### config.mk
export PLATFORM = sky130hd
export DESIGN_NAME = bms_boot_mode_select
export DESIGN_NICKNAME = d
export VERILOG_FILES = /design/src/verilog/bms_sync3.v /design/src/verilog/bms_mode_decode.v /design/src/verilog/bms_boot_mode_select.v
export VERILOG_INCLUDE_DIRS = /design/src /design/src/inc
export SDC_FILE = /design/constraint.sdc
export NUM_CORES = 1
export LEC_CHECK = 0
export BUFFER_PORTS_ARGS = -buffer_cell sky130_fd_sc_hd__buf_2
export CAP_MARGIN = 30
export CORE_MARGIN = 10
export CORE_UTILIZATION = 41
export CTS_CLUSTER_SIZE = 40
export DETAILED_ROUTE_END_ITERATION = 10
export GPL_ROUTABILITY_DRIVEN = 0
export HOLD_SLACK_MARGIN = 0.12
export PLACE_DENSITY_LB_ADDON = 0.05
export SLEW_MARGIN = 10
export SYNTH_ARGS = -nofsm -noshare
export SYNTH_HDL_FRONTEND = slang
export SYNTH_HIERARCHICAL = 1
export SYNTH_SLANG_ARGS = --single-unit
### constraint.sdc
create_clock -name clk_in -period 1.2 [get_ports clk_in]
set_input_delay 0.24 -clock clk_in [delete_from_list [all_inputs] [get_ports clk_in]]
set_output_delay 0.24 -clock clk_in [all_outputs]
set_load 0.01 [all_outputs]
### src/inc/bms_consts.vh
`ifndef BMS_CONSTS_VH
`define BMS_CONSTS_VH

// ==========================================================
// boot modes
`define BMS_MODE_W        3
`define BMS_MODE_NONE     3'h0
`define BMS_MODE_EPROM    3'h1
`define BMS_MODE_HOST     3'h2
`define BMS_MODE_LINK     3'h3
`define BMS_MODE_RSVD     3'h7

// ==========================================================
// register map (byte addresses)
`define BMS_ADDR_W        4
`define BMS_OFS_STATUS    4'h0
`define BMS_OFS_CTRL      4'h4
`define BMS_OFS_STRAPS    4'h8

// ==========================================================
// field positions
`define BMS_ST_FIRST_LSB  0
`define BMS_ST_GROUP_LSB  4
`define BMS_ST_FIRST_RSVD 8
`define BMS_ST_GROUP_RSVD 9
`define BMS_CTRL_W        2
`define BMS_CTRL_EN_FIRST 0
`define BMS_CTRL_EN_GROUP 1
`define BMS_CTRL_RST      2'h3
`define BMS_STRAP_W       6

// ==========================================================
// bus answers
`define BMS_RESP_OKAY     2'h0
`define BMS_RESP_SLVERR   2'h2
`define BMS_DATA_ZERO     32'h00000000

`endif

### src/verilog/bms_sync3.v
`timescale 1ns/1ps
`include "bms_consts.vh"

// ==========================================================
// three-stage strap synchroniser
// a bit changes once stages two and three agree; no reset so the
// chain keeps filling while the module reset is held
module bms_sync3 #(
  parameter W = `BMS_STRAP_W
) (
  input  wire         clk_in,
  input  wire [W-1:0] async_in,
  output wire [W-1:0] stable_out
);

  reg [W-1:0] s1_r;
  reg [W-1:0] s2_r;
  reg [W-1:0] s3_r;
  reg [W-1:0] stable_r;

  always @(posedge clk_in) begin
    s1_r <= async_in;
    s2_r <= s1_r;
    s3_r <= s2_r;
  end

  // per bit: take the new level only when both late stages agree
  always @(posedge clk_in) begin
    stable_r <= (s2_r & ~(s2_r ^ s3_r)) | (stable_r & (s2_r ^ s3_r));
  end

  assign stable_out = stable_r;

endmodule // bms_sync3

### src/verilog/bms_mode_decode.v
`timescale 1ns/1ps
`include "bms_consts.vh"

// ==========================================================
// strap decoder, shared by the first processor and the group
module bms_mode_decode (
  input  wire                   eprom_boot_select_in,
  input  wire                   link_boot_select_in,
  input  wire                   boot_mem_sel_in,
  output reg  [`BMS_MODE_W-1:0] mode_out,
  output reg                    reserved_out,
  output reg                    cs_output_out
);

  always @* begin
    mode_out      = `BMS_MODE_RSVD;
    reserved_out  = 1'b1;
    cs_output_out = 1'b0;
    case ({eprom_boot_select_in, link_boot_select_in})
      2'h2: begin
        // eprom boot
        mode_out      = `BMS_MODE_EPROM;
        reserved_out  = 1'b0;
        // pin turns output
        cs_output_out = 1'b1;
      end
      2'h1: begin
        // link boot
        if (boot_mem_sel_in) begin
          mode_out     = `BMS_MODE_LINK;
          reserved_out = 1'b0;
        end
      end
      2'h0: begin
        // host boot
        reserved_out = 1'b0;
        if (boot_mem_sel_in) begin
          mode_out = `BMS_MODE_HOST;
        end else begin
          // run from external memory
          mode_out = `BMS_MODE_NONE;
        end
      end
      default: begin
        // reserved code
        mode_out     = `BMS_MODE_RSVD;
        reserved_out = 1'b1;
      end
    endcase
  end

endmodule // bms_mode_decode

### src/verilog/bms_boot_mode_select.v
`timescale 1ns/1ps
`include "bms_consts.vh"

// Function
// eprom select high gives 8-bit eprom boot
// eprom select low: link and memory-select decide
// link select high gives link port boot
// link select low gives host or no boot
// memory-select pin outputs only in eprom boot
// only bus master drives the chip select
// memory-select input low: execute external memory
// group straps decide jointly for three processors
// system ties straps to fixed levels
// code 0,0,1 selects host boot
// code 0,1,1 selects link port boot
// codes 0,1,0 and 1,1,x are reserved
// sample during reset, hold until next reset

// ==========================================================
// boot-mode selection with register access
module bms_boot_mode_select #(
  parameter AXI_ADDR_W = `BMS_ADDR_W
) (
  input  wire                   clk_in,
  input  wire                   rst_in,
  input  wire                   eprom_boot_sel_first_in,
  input  wire                   link_boot_sel_first_in,
  input  wire                   boot_mem_sel_first_in,
  output wire                   boot_mem_sel_first_out,
  output wire                   boot_mem_sel_first_oe_out,
  input  wire                   eprom_boot_sel_group_in,
  input  wire                   link_boot_sel_group_in,
  input  wire                   boot_mem_sel_group_in,
  output wire                   boot_mem_sel_group_out,
  output wire                   boot_mem_sel_group_oe_out,
  input  wire                   bus_master_first_in,
  input  wire                   bus_master_group_in,
  input  wire                   eprom_cs_n_first_in,
  input  wire                   eprom_cs_n_group_in,
  output wire [`BMS_MODE_W-1:0] boot_mode_first_out,
  output wire [`BMS_MODE_W-1:0] boot_mode_group_out,
  output wire                   exec_ext_first_out,
  output wire                   exec_ext_group_out,
  input  wire [AXI_ADDR_W-1:0]  s_axi_awaddr,
  input  wire [2:0]             s_axi_awprot,
  input  wire                   s_axi_awvalid,
  output wire                   s_axi_awready,
  input  wire [31:0]            s_axi_wdata,
  input  wire [3:0]             s_axi_wstrb,
  input  wire                   s_axi_wvalid,
  output wire                   s_axi_wready,
  output wire [1:0]             s_axi_bresp,
  output wire                   s_axi_bvalid,
  input  wire                   s_axi_bready,
  input  wire [AXI_ADDR_W-1:0]  s_axi_araddr,
  input  wire [2:0]             s_axi_arprot,
  input  wire                   s_axi_arvalid,
  output wire                   s_axi_arready,
  output wire [31:0]            s_axi_rdata,
  output wire [1:0]             s_axi_rresp,
  output wire                   s_axi_rvalid,
  input  wire                   s_axi_rready
);

  // ==========================================================
  // strap synchronisation
  // straps assumed static; the chain tolerates bounce mid-reset that settles at least five clocks before release
  wire [`BMS_STRAP_W-1:0] strap_raw;
  wire [`BMS_STRAP_W-1:0] strap_sync;

  assign strap_raw = {eprom_boot_sel_group_in, link_boot_sel_group_in,
                      boot_mem_sel_group_in, eprom_boot_sel_first_in,
                      link_boot_sel_first_in, boot_mem_sel_first_in};

  bms_sync3 #(
    .W          (`BMS_STRAP_W)
  ) u_sync (
    .clk_in     (clk_in),
    .async_in   (strap_raw),
    .stable_out (strap_sync)
  );

  // ==========================================================
  // decoding
  wire [`BMS_MODE_W-1:0] dec_mode_first;
  wire [`BMS_MODE_W-1:0] dec_mode_group;
  wire                   dec_rsvd_first;
  wire                   dec_rsvd_group;
  wire                   dec_csout_first;
  wire                   dec_csout_group;

  // one decoder module for both, so the two cannot drift apart
  // first processor decode
  bms_mode_decode u_dec_first (
    .eprom_boot_select_in (strap_sync[2]),
    .link_boot_select_in  (strap_sync[1]),
    .boot_mem_sel_in      (strap_sync[0]),
    .mode_out             (dec_mode_first),
    .reserved_out         (dec_rsvd_first),
    .cs_output_out        (dec_csout_first)
  );

  // one decode for the group
  bms_mode_decode u_dec_group (
    .eprom_boot_select_in (strap_sync[5]),
    .link_boot_select_in  (strap_sync[4]),
    .boot_mem_sel_in      (strap_sync[3]),
    .mode_out             (dec_mode_group),
    .reserved_out         (dec_rsvd_group),
    .cs_output_out        (dec_csout_group)
  );

  // ==========================================================
  // latched boot mode
  reg [`BMS_MODE_W-1:0]  mode_first_r;
  reg [`BMS_MODE_W-1:0]  mode_group_r;
  reg                    rsvd_first_r;
  reg                    rsvd_group_r;
  reg                    csout_first_r;
  reg                    csout_group_r;
  reg                    exec_first_r;
  reg                    exec_group_r;
  reg [`BMS_STRAP_W-1:0] strap_cap_r;

  // no reset value: reset itself loads the decoded straps
  // track straps in reset, freeze after release
  always @(posedge clk_in) begin
    if (rst_in) begin
      mode_first_r  <= dec_mode_first;
      mode_group_r  <= dec_mode_group;
      rsvd_first_r  <= dec_rsvd_first;
      rsvd_group_r  <= dec_rsvd_group;
      csout_first_r <= dec_csout_first;
      csout_group_r <= dec_csout_group;
      strap_cap_r   <= strap_sync;
      // no boot: fetch from external memory
      exec_first_r  <= (dec_mode_first == `BMS_MODE_NONE);
      exec_group_r  <= (dec_mode_group == `BMS_MODE_NONE);
    end
  end

  // ==========================================================
  // chip-select drive
  reg                    ctrl_en_first_r;
  reg                    ctrl_en_group_r;
  reg                    cs_first_r;
  reg                    cs_group_r;
  reg                    oe_first_r;
  reg                    oe_group_r;
  wire                   drive_first;
  wire                   drive_group;

  // output only in eprom boot and as master
  assign drive_first = csout_first_r & bus_master_first_in & ctrl_en_first_r;
  assign drive_group = csout_group_r & bus_master_group_in & ctrl_en_group_r;
  // registered drive lags a mastership change by one cycle; the
  // arbiter must leave that turn-around before a new master drives

  always @(posedge clk_in) begin
    if (rst_in) begin
      cs_first_r <= 1'b1;
      cs_group_r <= 1'b1;
      oe_first_r <= 1'b0;
      oe_group_r <= 1'b0;
    end else begin
      // released pin idles high, undriven
      oe_first_r <= drive_first;
      oe_group_r <= drive_group;
      cs_first_r <= drive_first ? eprom_cs_n_first_in : 1'b1;
      cs_group_r <= drive_group ? eprom_cs_n_group_in : 1'b1;
    end
  end

  // ==========================================================
  // axi4-lite write channel
  reg                    awready_r;
  reg                    wready_r;
  reg                    bvalid_r;
  reg [1:0]              bresp_r;
  reg [AXI_ADDR_W-1:0]   wr_addr_r;
  reg [31:0]             wr_data_r;
  reg                    wr_strb0_r;

  always @(posedge clk_in) begin
    if (rst_in) begin
      awready_r       <= 1'b1;
      wready_r        <= 1'b1;
      bvalid_r        <= 1'b0;
      bresp_r         <= `BMS_RESP_OKAY;
      wr_addr_r       <= {AXI_ADDR_W{1'b0}};
      wr_data_r       <= `BMS_DATA_ZERO;
      wr_strb0_r      <= 1'b0;
      ctrl_en_first_r <= 1'b1;
      ctrl_en_group_r <= 1'b1;
    end else begin
      // address and data in either order; each parks until both
      if (s_axi_awvalid && awready_r) begin
        awready_r <= 1'b0;
        wr_addr_r <= s_axi_awaddr;
      end
      if (s_axi_wvalid && wready_r) begin
        wready_r   <= 1'b0;
        wr_data_r  <= s_axi_wdata;
        // only byte lane 0 carries the enables
        wr_strb0_r <= s_axi_wstrb[0];
      end
      // both halves held: commit and answer next edge
      if (!awready_r && !wready_r && !bvalid_r) begin
        bvalid_r <= 1'b1;
        if (wr_addr_r == `BMS_OFS_CTRL) begin
          bresp_r <= `BMS_RESP_OKAY;
          // lane 0 unstrobed: enables untouched, still okay
          if (wr_strb0_r) begin
            ctrl_en_first_r <= wr_data_r[`BMS_CTRL_EN_FIRST];
            ctrl_en_group_r <= wr_data_r[`BMS_CTRL_EN_GROUP];
          end
        end else if (wr_addr_r == `BMS_OFS_STATUS ||
                     wr_addr_r == `BMS_OFS_STRAPS) begin
          // read-only words take the write silently
          bresp_r <= `BMS_RESP_OKAY;
        end else begin
          bresp_r <= `BMS_RESP_SLVERR;
        end
      end
      // ready returns only after the response: one write at a time
      if (bvalid_r && s_axi_bready) begin
        bvalid_r  <= 1'b0;
        awready_r <= 1'b1;
        wready_r  <= 1'b1;
      end
    end
  end

  // ==========================================================
  // axi4-lite read channel
  reg                    arready_r;
  reg                    rvalid_r;
  reg [31:0]             rdata_r;
  reg [1:0]              rresp_r;
  reg [31:0]             rd_word;
  reg                    rd_hit;

  always @* begin
    rd_word = `BMS_DATA_ZERO;
    rd_hit  = 1'b1;
    case (s_axi_araddr)
      `BMS_OFS_STATUS: begin
        rd_word[`BMS_ST_FIRST_LSB +: `BMS_MODE_W] = mode_first_r;
        rd_word[`BMS_ST_GROUP_LSB +: `BMS_MODE_W] = mode_group_r;
        // reserved code visible to software
        rd_word[`BMS_ST_FIRST_RSVD] = rsvd_first_r;
        rd_word[`BMS_ST_GROUP_RSVD] = rsvd_group_r;
      end
      `BMS_OFS_CTRL: begin
        rd_word[`BMS_CTRL_EN_FIRST] = ctrl_en_first_r;
        rd_word[`BMS_CTRL_EN_GROUP] = ctrl_en_group_r;
      end
      `BMS_OFS_STRAPS: begin
        rd_word[`BMS_STRAP_W-1:0] = strap_cap_r;
      end
      default: begin
        rd_hit = 1'b0;
      end
    endcase
  end

  always @(posedge clk_in) begin
    if (rst_in) begin
      arready_r <= 1'b1;
      rvalid_r  <= 1'b0;
      rdata_r   <= `BMS_DATA_ZERO;
      rresp_r   <= `BMS_RESP_OKAY;
    end else begin
      // rdata frozen at the address edge, stands until rready
      if (s_axi_arvalid && arready_r) begin
        arready_r <= 1'b0;
        rvalid_r  <= 1'b1;
        rdata_r   <= rd_word;
        rresp_r   <= rd_hit ? `BMS_RESP_OKAY : `BMS_RESP_SLVERR;
      end
      if (rvalid_r && s_axi_rready) begin
        rvalid_r  <= 1'b0;
        arready_r <= 1'b1;
      end
    end
  end

  // ==========================================================
  // outputs
  // every port is a flip-flop, no logic after the register
  assign boot_mem_sel_first_out    = cs_first_r;
  assign boot_mem_sel_first_oe_out = oe_first_r;
  assign boot_mem_sel_group_out    = cs_group_r;
  assign boot_mem_sel_group_oe_out = oe_group_r;
  assign boot_mode_first_out       = mode_first_r;
  assign boot_mode_group_out       = mode_group_r;
  assign exec_ext_first_out        = exec_first_r;
  assign exec_ext_group_out        = exec_group_r;
  assign s_axi_awready             = awready_r;
  assign s_axi_wready              = wready_r;
  assign s_axi_bvalid              = bvalid_r;
  assign s_axi_bresp               = bresp_r;
  assign s_axi_arready             = arready_r;
  assign s_axi_rvalid              = rvalid_r;
  assign s_axi_rdata               = rdata_r;
  assign s_axi_rresp               = rresp_r;

endmodule // bms_boot_mode_select

After elaboration in Yosys (flattened, before gate mapping)
Index checks and enable logic that the tools add are counted.
W data, S select, Z words.
- bits in registers: 73
- bits in latches: 0
- memory bits (writable): 0
- bits in read-only memories: 0
- bits of input ports: 67
- output and inout port bits: 53
- word-level logic and storage cells: 96
- memories kept: 0
- add/sub/neg operators: 0
- $mul: 0
- divide/modulo/power cells: 0
- $lt $le $gt $ge: 0
- equality and inequality tests: 8
- shifts and indexed selects: 0
- muxes and demuxes: 22
- bitwise gates (word level): 11
- reductions and logical operators: 25
- operators with widths (cell ; count):
    $pmux W3 S3 ; 2
    $and A6 B6 Y6 ; 2
    $mux W2 ; 6
    $reduce_or A2 Y1 ; 6
    $eq A4 B3 Y1 const B ; 2
    $eq A4 B4 Y1 const B ; 2
    $logic_not A4 Y1 ; 2
    $logic_and A1 B1 Y1 ; 7
    $mux W1 ; 7
    $logic_not A3 Y1 ; 2
    $mux W3 ; 2
    $not A6 Y6 ; 1
    $or A6 B6 Y6 ; 1
    $pmux W1 S2 ; 3
    $pmux W2 S3 ; 1
    $xor A6 B6 Y6 ; 1
    $and A1 B1 Y1 ; 4
    $eq A2 B1 Y1 const B ; 2
    $eq A2 B2 Y1 const B ; 2
    $logic_not A2 Y1 ; 2
    $pmux W2 S2 ; 1
    $logic_not A1 Y1 ; 3
    $reduce_and A3 Y1 ; 1
    $reduce_or A3 Y1 ; 1
    other kinds (2) ; 3

Logic depth before layout (Yosys ltp)
- depth after elaboration: 4
- gate-level depth with buffers: 4
- mapped depth without buffers: 3

Cells and area by module
The synthesis kept the hierarchy.
- by module, submodules not included (module ; times used ; cells an instance ; area each (µm²) ; seq. area each (µm²)):
    bms_boot_mode_select ; 1 ; 171 ; 1880.6 ; 1121.1
    bms_sync3 ; 1 ; 30 ; 593.1 ; 540.5
    bms_mode_decode ; 2 ; 6 ; 46.3 ; 0.0

Worst setup path before layout
OpenSTA, ideal clock, no wires.
- kind: register -> register
- start point: reg wready_r (netlist: s_axi_wready)
- end point: reg ctrl_en_first_r
- setup time: 0.072 ns
- arrival: 1.268 ns
- data required time: 1.128 ns
- setup slack: -0.140 ns
- stages on the path, launching flop included: 4
- path buffers: 0
- clock period less this slack: 1.340 ns
- cells stage by stage: dfxtp_1 -> or3_4 -> nor4_4 -> mux2i_1
- word-level cells in the longest chain between the ends: 4
- ends and longest elaborated chain (item ; RTL line ; text):
    start, declared ; bms_boot_mode_select.v:177 ; reg wready_r;
    start signal, assigned ; bms_boot_mode_select.v:187 ; wready_r <= 1'b1;
    start signal, assigned ; bms_boot_mode_select.v:202 ; wready_r <= 1'b0;
    start signal, assigned ; bms_boot_mode_select.v:229 ; wready_r <= 1'b1;
    $logic_not A1 Y1 ; bms_boot_mode_select.v:208 ; if (!awready_r && !wready_r && !bvalid_r) begin
    $logic_and A1 B1 Y1 (2 in a row) ; bms_boot_mode_select.v:208 ;
    $reduce_and A3 Y1 (no source line) ; - ;
    end signal, assigned ; bms_boot_mode_select.v:214 ; ctrl_en_first_r <= wr_data_r[`BMS_CTRL_EN_FIRST];
    end, declared ; bms_boot_mode_select.v:144 ; reg ctrl_en_first_r;
No other way between the ends.
A chain may end at the register's enable or synchronous reset.

Final worst setup path
- start point: reg wready_r (netlist: s_axi_wready)
- end point: reg ctrl_en_group_r
- word-level cells in the longest chain between the ends: 4
- ends and longest elaborated chain (item ; RTL line ; text):
    $logic_not A1 Y1 ; bms_boot_mode_select.v:208 ;
    $logic_and A1 B1 Y1 (2 in a row) ; bms_boot_mode_select.v:208 ;
    $reduce_and A3 Y1 (no source line) ; - ;
    end signal, assigned ; bms_boot_mode_select.v:215 ; ctrl_en_group_r <= wr_data_r[`BMS_CTRL_EN_GROUP];
    end, declared ; bms_boot_mode_select.v:145 ; reg ctrl_en_group_r;
No other way between the ends.

==> impl_metrics.tcl <==
set metrics [dict create \
    grt_pass1_vias 1566 \
    cp-endpoint "ctrl_en_group_r" \
    port_buffers 55 \
    min_period_over_period 1.02 \
    finalNetCount 355 \
    post_cts_setup_bufs 0 \
    grt_antenna_before_repair 0 \
    synth-warning-count 6 \
    clock_tree.htree_level_count 3 \
    rows 28 \
    ff2ff_path_depth 3 \
    wire_per_inst_um 12.7 \
    n_fill_cell 558 \
    power.ir.vdd_worst_uv 992 \
    initial_util 0.428 \
    area_enclosed_by_the_die_boundary_mm2 0.00982 \
    layout-drive-gt1-share 0.311 \
    worst_skew_pair.late_latency_ns 0.33 \
    setup_repair_after_global_routing_missed_its_margin "true" \
    min-delay-path-class "input pin to register" \
    path_class "register to register" \
    setup_slack_ns -0.0185 \
    clock-sinks 71 \
    ys_seq_area_frac 0.647 \
    cap_viol_max_count 0 \
    violations_in_the_final_reports "setup timing" \
    postSynthCellCount 213 \
    antenna_cells 0 \
    overflow 0 \
    instance_area_after_placement_mm2 0.00287 \
    critical_path.endpoint_type "register" \
    cellLeakagePower_nw 1.33 \
    hold_violations 0 \
    design_area_mm2 0.00316 \
    cp_data_required_time_ns 1.46 \
    viasPerCell 4.32 \
    hpwl_reported_at_the_end_of_detailed_placement_um 3460 \
    crit-reg2reg-capture "ctrl_en_group_r" \
    path_cells "or3_4 > nor4_4 > mux2i_1" \
    regToRegStartpoint "s_axi_wready" \
    post_synth_num_cell_types 33 \
    initialDrtViolationCount 36 \
    globalRouteTotalUtil 0.0925 \
    switchingPower_mw 1.12 \
    r2r_slack_ns -0.02 \
    chipHeight_um 99.1 \
    wire_length_of_the_first_global_routing_pass_um 7180 \
    power_density_mw_per_mm2 1520 \
    cts.clk_slew.worst_paths_ns 0.07 \
    cts_buffer_depth 2 \
    postRouteAntennaNets 0 \
    timing.critical_path.slowest_cell_delay_ns 0.41 \
    synth.cell_area_mm2 0.00257 \
    finalSetupViolCount 2 \
    run_status "finished with violations" \
    hold_path_startpoint "s_axi_wvalid" \
    dr_pass1_iterations 4 \
    remaining_drc_errors 0 \
    largest_net_degree_at_the_start_of_global_routing 43 \
    cts_inserted_buffers 9 \
    netSwitchingFraction 0.232 \
    power.internal_mw 3.69 \
    final_common_cell "sky130_fd_sc_hd__buf_2" \
    slew_viol_final 0 \
    synth-seq-cells 71 \
    timing.critical_path.arrival_ns 1.48 \
    fp.dieW_um 99.1 \
    tritoncts_clock_tree "built" \
    worstPathMaxFanout 4 \
    final.setup_skew_ns 0.00415 \
    core_area_mm2 0.00599 \
    critPathLaunch "s_axi_wready" \
    timing.final.crit_period_ns 1.22 \
    avg_inst_size_synth_um2 12.0 \
    ios 120 \
    timing.critical_path.slowest_stage_cell "sky130_fd_sc_hd__or3_4" \
    clockRootBuffer "sky130_fd_sc_hd__clkbuf_8" \
    power.sequential.fraction 0.560 \
    route.final.wire_length_um 4660 \
    pwr-share-comb 0.086 \
    most_used_cells_in_the_layout_excluding_fill_and_tap_cells "sky130_fd_sc_hd__buf_2 (52), sky130_fd_sc_hd__dfxtp_1 (44), sky130_fd_sc_hd__conb_1 (25), sky130_fd_sc_hd__edfxtp_1 (24), sky130_fd_sc_hd__nand2_1 (19)" \
    via_count 1589 \
    maxClockFrequency_ghz 0.821 \
    start_kind "register" \
    finish.utilization 0.528 \
    area_growth_from_synthesis_to_layout_pct 23.3 \
    power.share.clock 0.353 \
]
[per-stage QoR]
step | setup WS, ns | std cells | setup TNS, ns | power (mW) | hold WS [ns]
2_1_floorplan | -0.00511 | 237 | -0.0102 | 3.03 | 0.268
3_3_place_gp | -0.0137 | 344 | -0.0258 | 3.13 | 0.310
3_5_place_dp | -0.0144 | 344 | -0.0262 | 3.13 | 0.314
4_1_cts | -0.0402 | 368 | -0.0757 | 4.88 | 0.123
5_1_grt | -0.118 | 368 | -0.205 | 5.04 | 0.141
6_report | -0.0185 | 368 | -0.0289 | 4.81 | 0.142
[cell type report]
cell class | instances | area (µm²) | share of cell area
flip-flops and latches | 71 | 1670 | 0.526
inverters | 4 | 15.0 | 0.00474
well taps | 75 | 93.8 | 0.0297
repair buffers | 71 | 450 | 0.142
clock buffers | 11 | 153 | 0.0482
clock inverters | 5 | 31.3 | 0.00989
multi-input cells | 131 | 756 | 0.239
[cell usage after synthesis (all sizes together)]
cell	number	area (µm²)
dfxtp	47	941
buf	29	218
edfxtp	24	721
nand2	19	71.3
a21oi	16	80.1
nand3	13	65.1
nand2b	7	58.8
nor2	7	26.3
xnor2	6	52.6
inv	4	15.0
mux2	4	45.0
o21ai	4	20.0
and2	3	18.8
nor2b	3	18.8
nor3	3	15.0
or2	3	18.8
a211oi	2	15.0
a222oi	2	20.0
and4b	2	20.0
clkbuf	2	7.51
mux2i	2	20.0
nand3b	2	15.0
nor4	2	27.5
a221o	1	10.0
a311oi	1	8.76
and2b	1	7.51
conb	1	3.75
nand4	1	6.26
nand4b	1	8.76
or3	1	11.3
[worst min-delay path by stage]
stage                     cells after the start             end  slack, ns
after CTS                                     2    s_axi_wready       0.12
after floorplan                               0  u_sync/s1_r[0]       0.27
after global routing                          2   s_axi_awready       0.14
after global placement                        0  u_sync/s2_r[2]       0.31
final                                         2    s_axi_wready       0.14
after detailed placement                      0  u_sync/s2_r[0]       0.31
[state kept, by name, summed over array words and instances (netlist names), 2 cells and up, named ones only]
name	cells
boot_mode_first_out	3
boot_mode_group_out	3
s_axi_rdata	9
strap_cap_r	6
u_sync/s1_r	6
u_sync/s2_r	6
u_sync/s3_r	6
wr_addr_r	4
wr_data_r	2
[kinds of logic after synthesis]
| logic type | share of synthesized area |
|---|---|
| flip-flops | 0.647 |
| AND/OR/NAND/NOR | 0.152 |
| buffers and inverters | 0.0936 |
| AO/OA/AOI/OAI | 0.0600 |
| XOR/XNOR | 0.0205 |
| multiplexers | 0.0254 |
| other | 0.00146 |
[routing by layer]
metal  vias to the layer above  GRT usage  wire length (µm)
met2                        50      0.136              2050
li1                        834          -                 -
met1                       703      0.108              2280
met3                         2     0.0526               292
met4                         0     0.0397                36
met5                         -          0                 0
[critical path: cells and delay by family (launching register included)]
| family | cells | cell delay, ns |
|---|---|---|
| muxes | 1 | 0.21 |
| and+or+nand+nor | 2 | 0.61 |
| DFF | 1 | 0.32 |
[what timing repair did]
| item | 4_1_cts | 5_1_grt |
|---|---|---|
| endpoints found under the hold margin | 8 | 0 |
| setup endpoints to repair | 3 | 10 |
| cloned | 0 | 0 |
| resized for setup | 0 | 7 |
| hold buffers | 8 | 0 |
[power by group through the flow]
stage | combinational [mW] | clock [mW] | sequential [mW]
final | 0.415 | 1.70 | 2.70
after global routing | 0.465 | 1.87 | 2.71
after CTS | 0.405 | 1.78 | 2.69
after detailed placement | 0.384 | 0 | 2.75
after global placement | 0.383 | 0 | 2.75
after floorplan | 0.265 | 0 | 2.76
No activity file was read; power rests on OpenSTA's default activity.
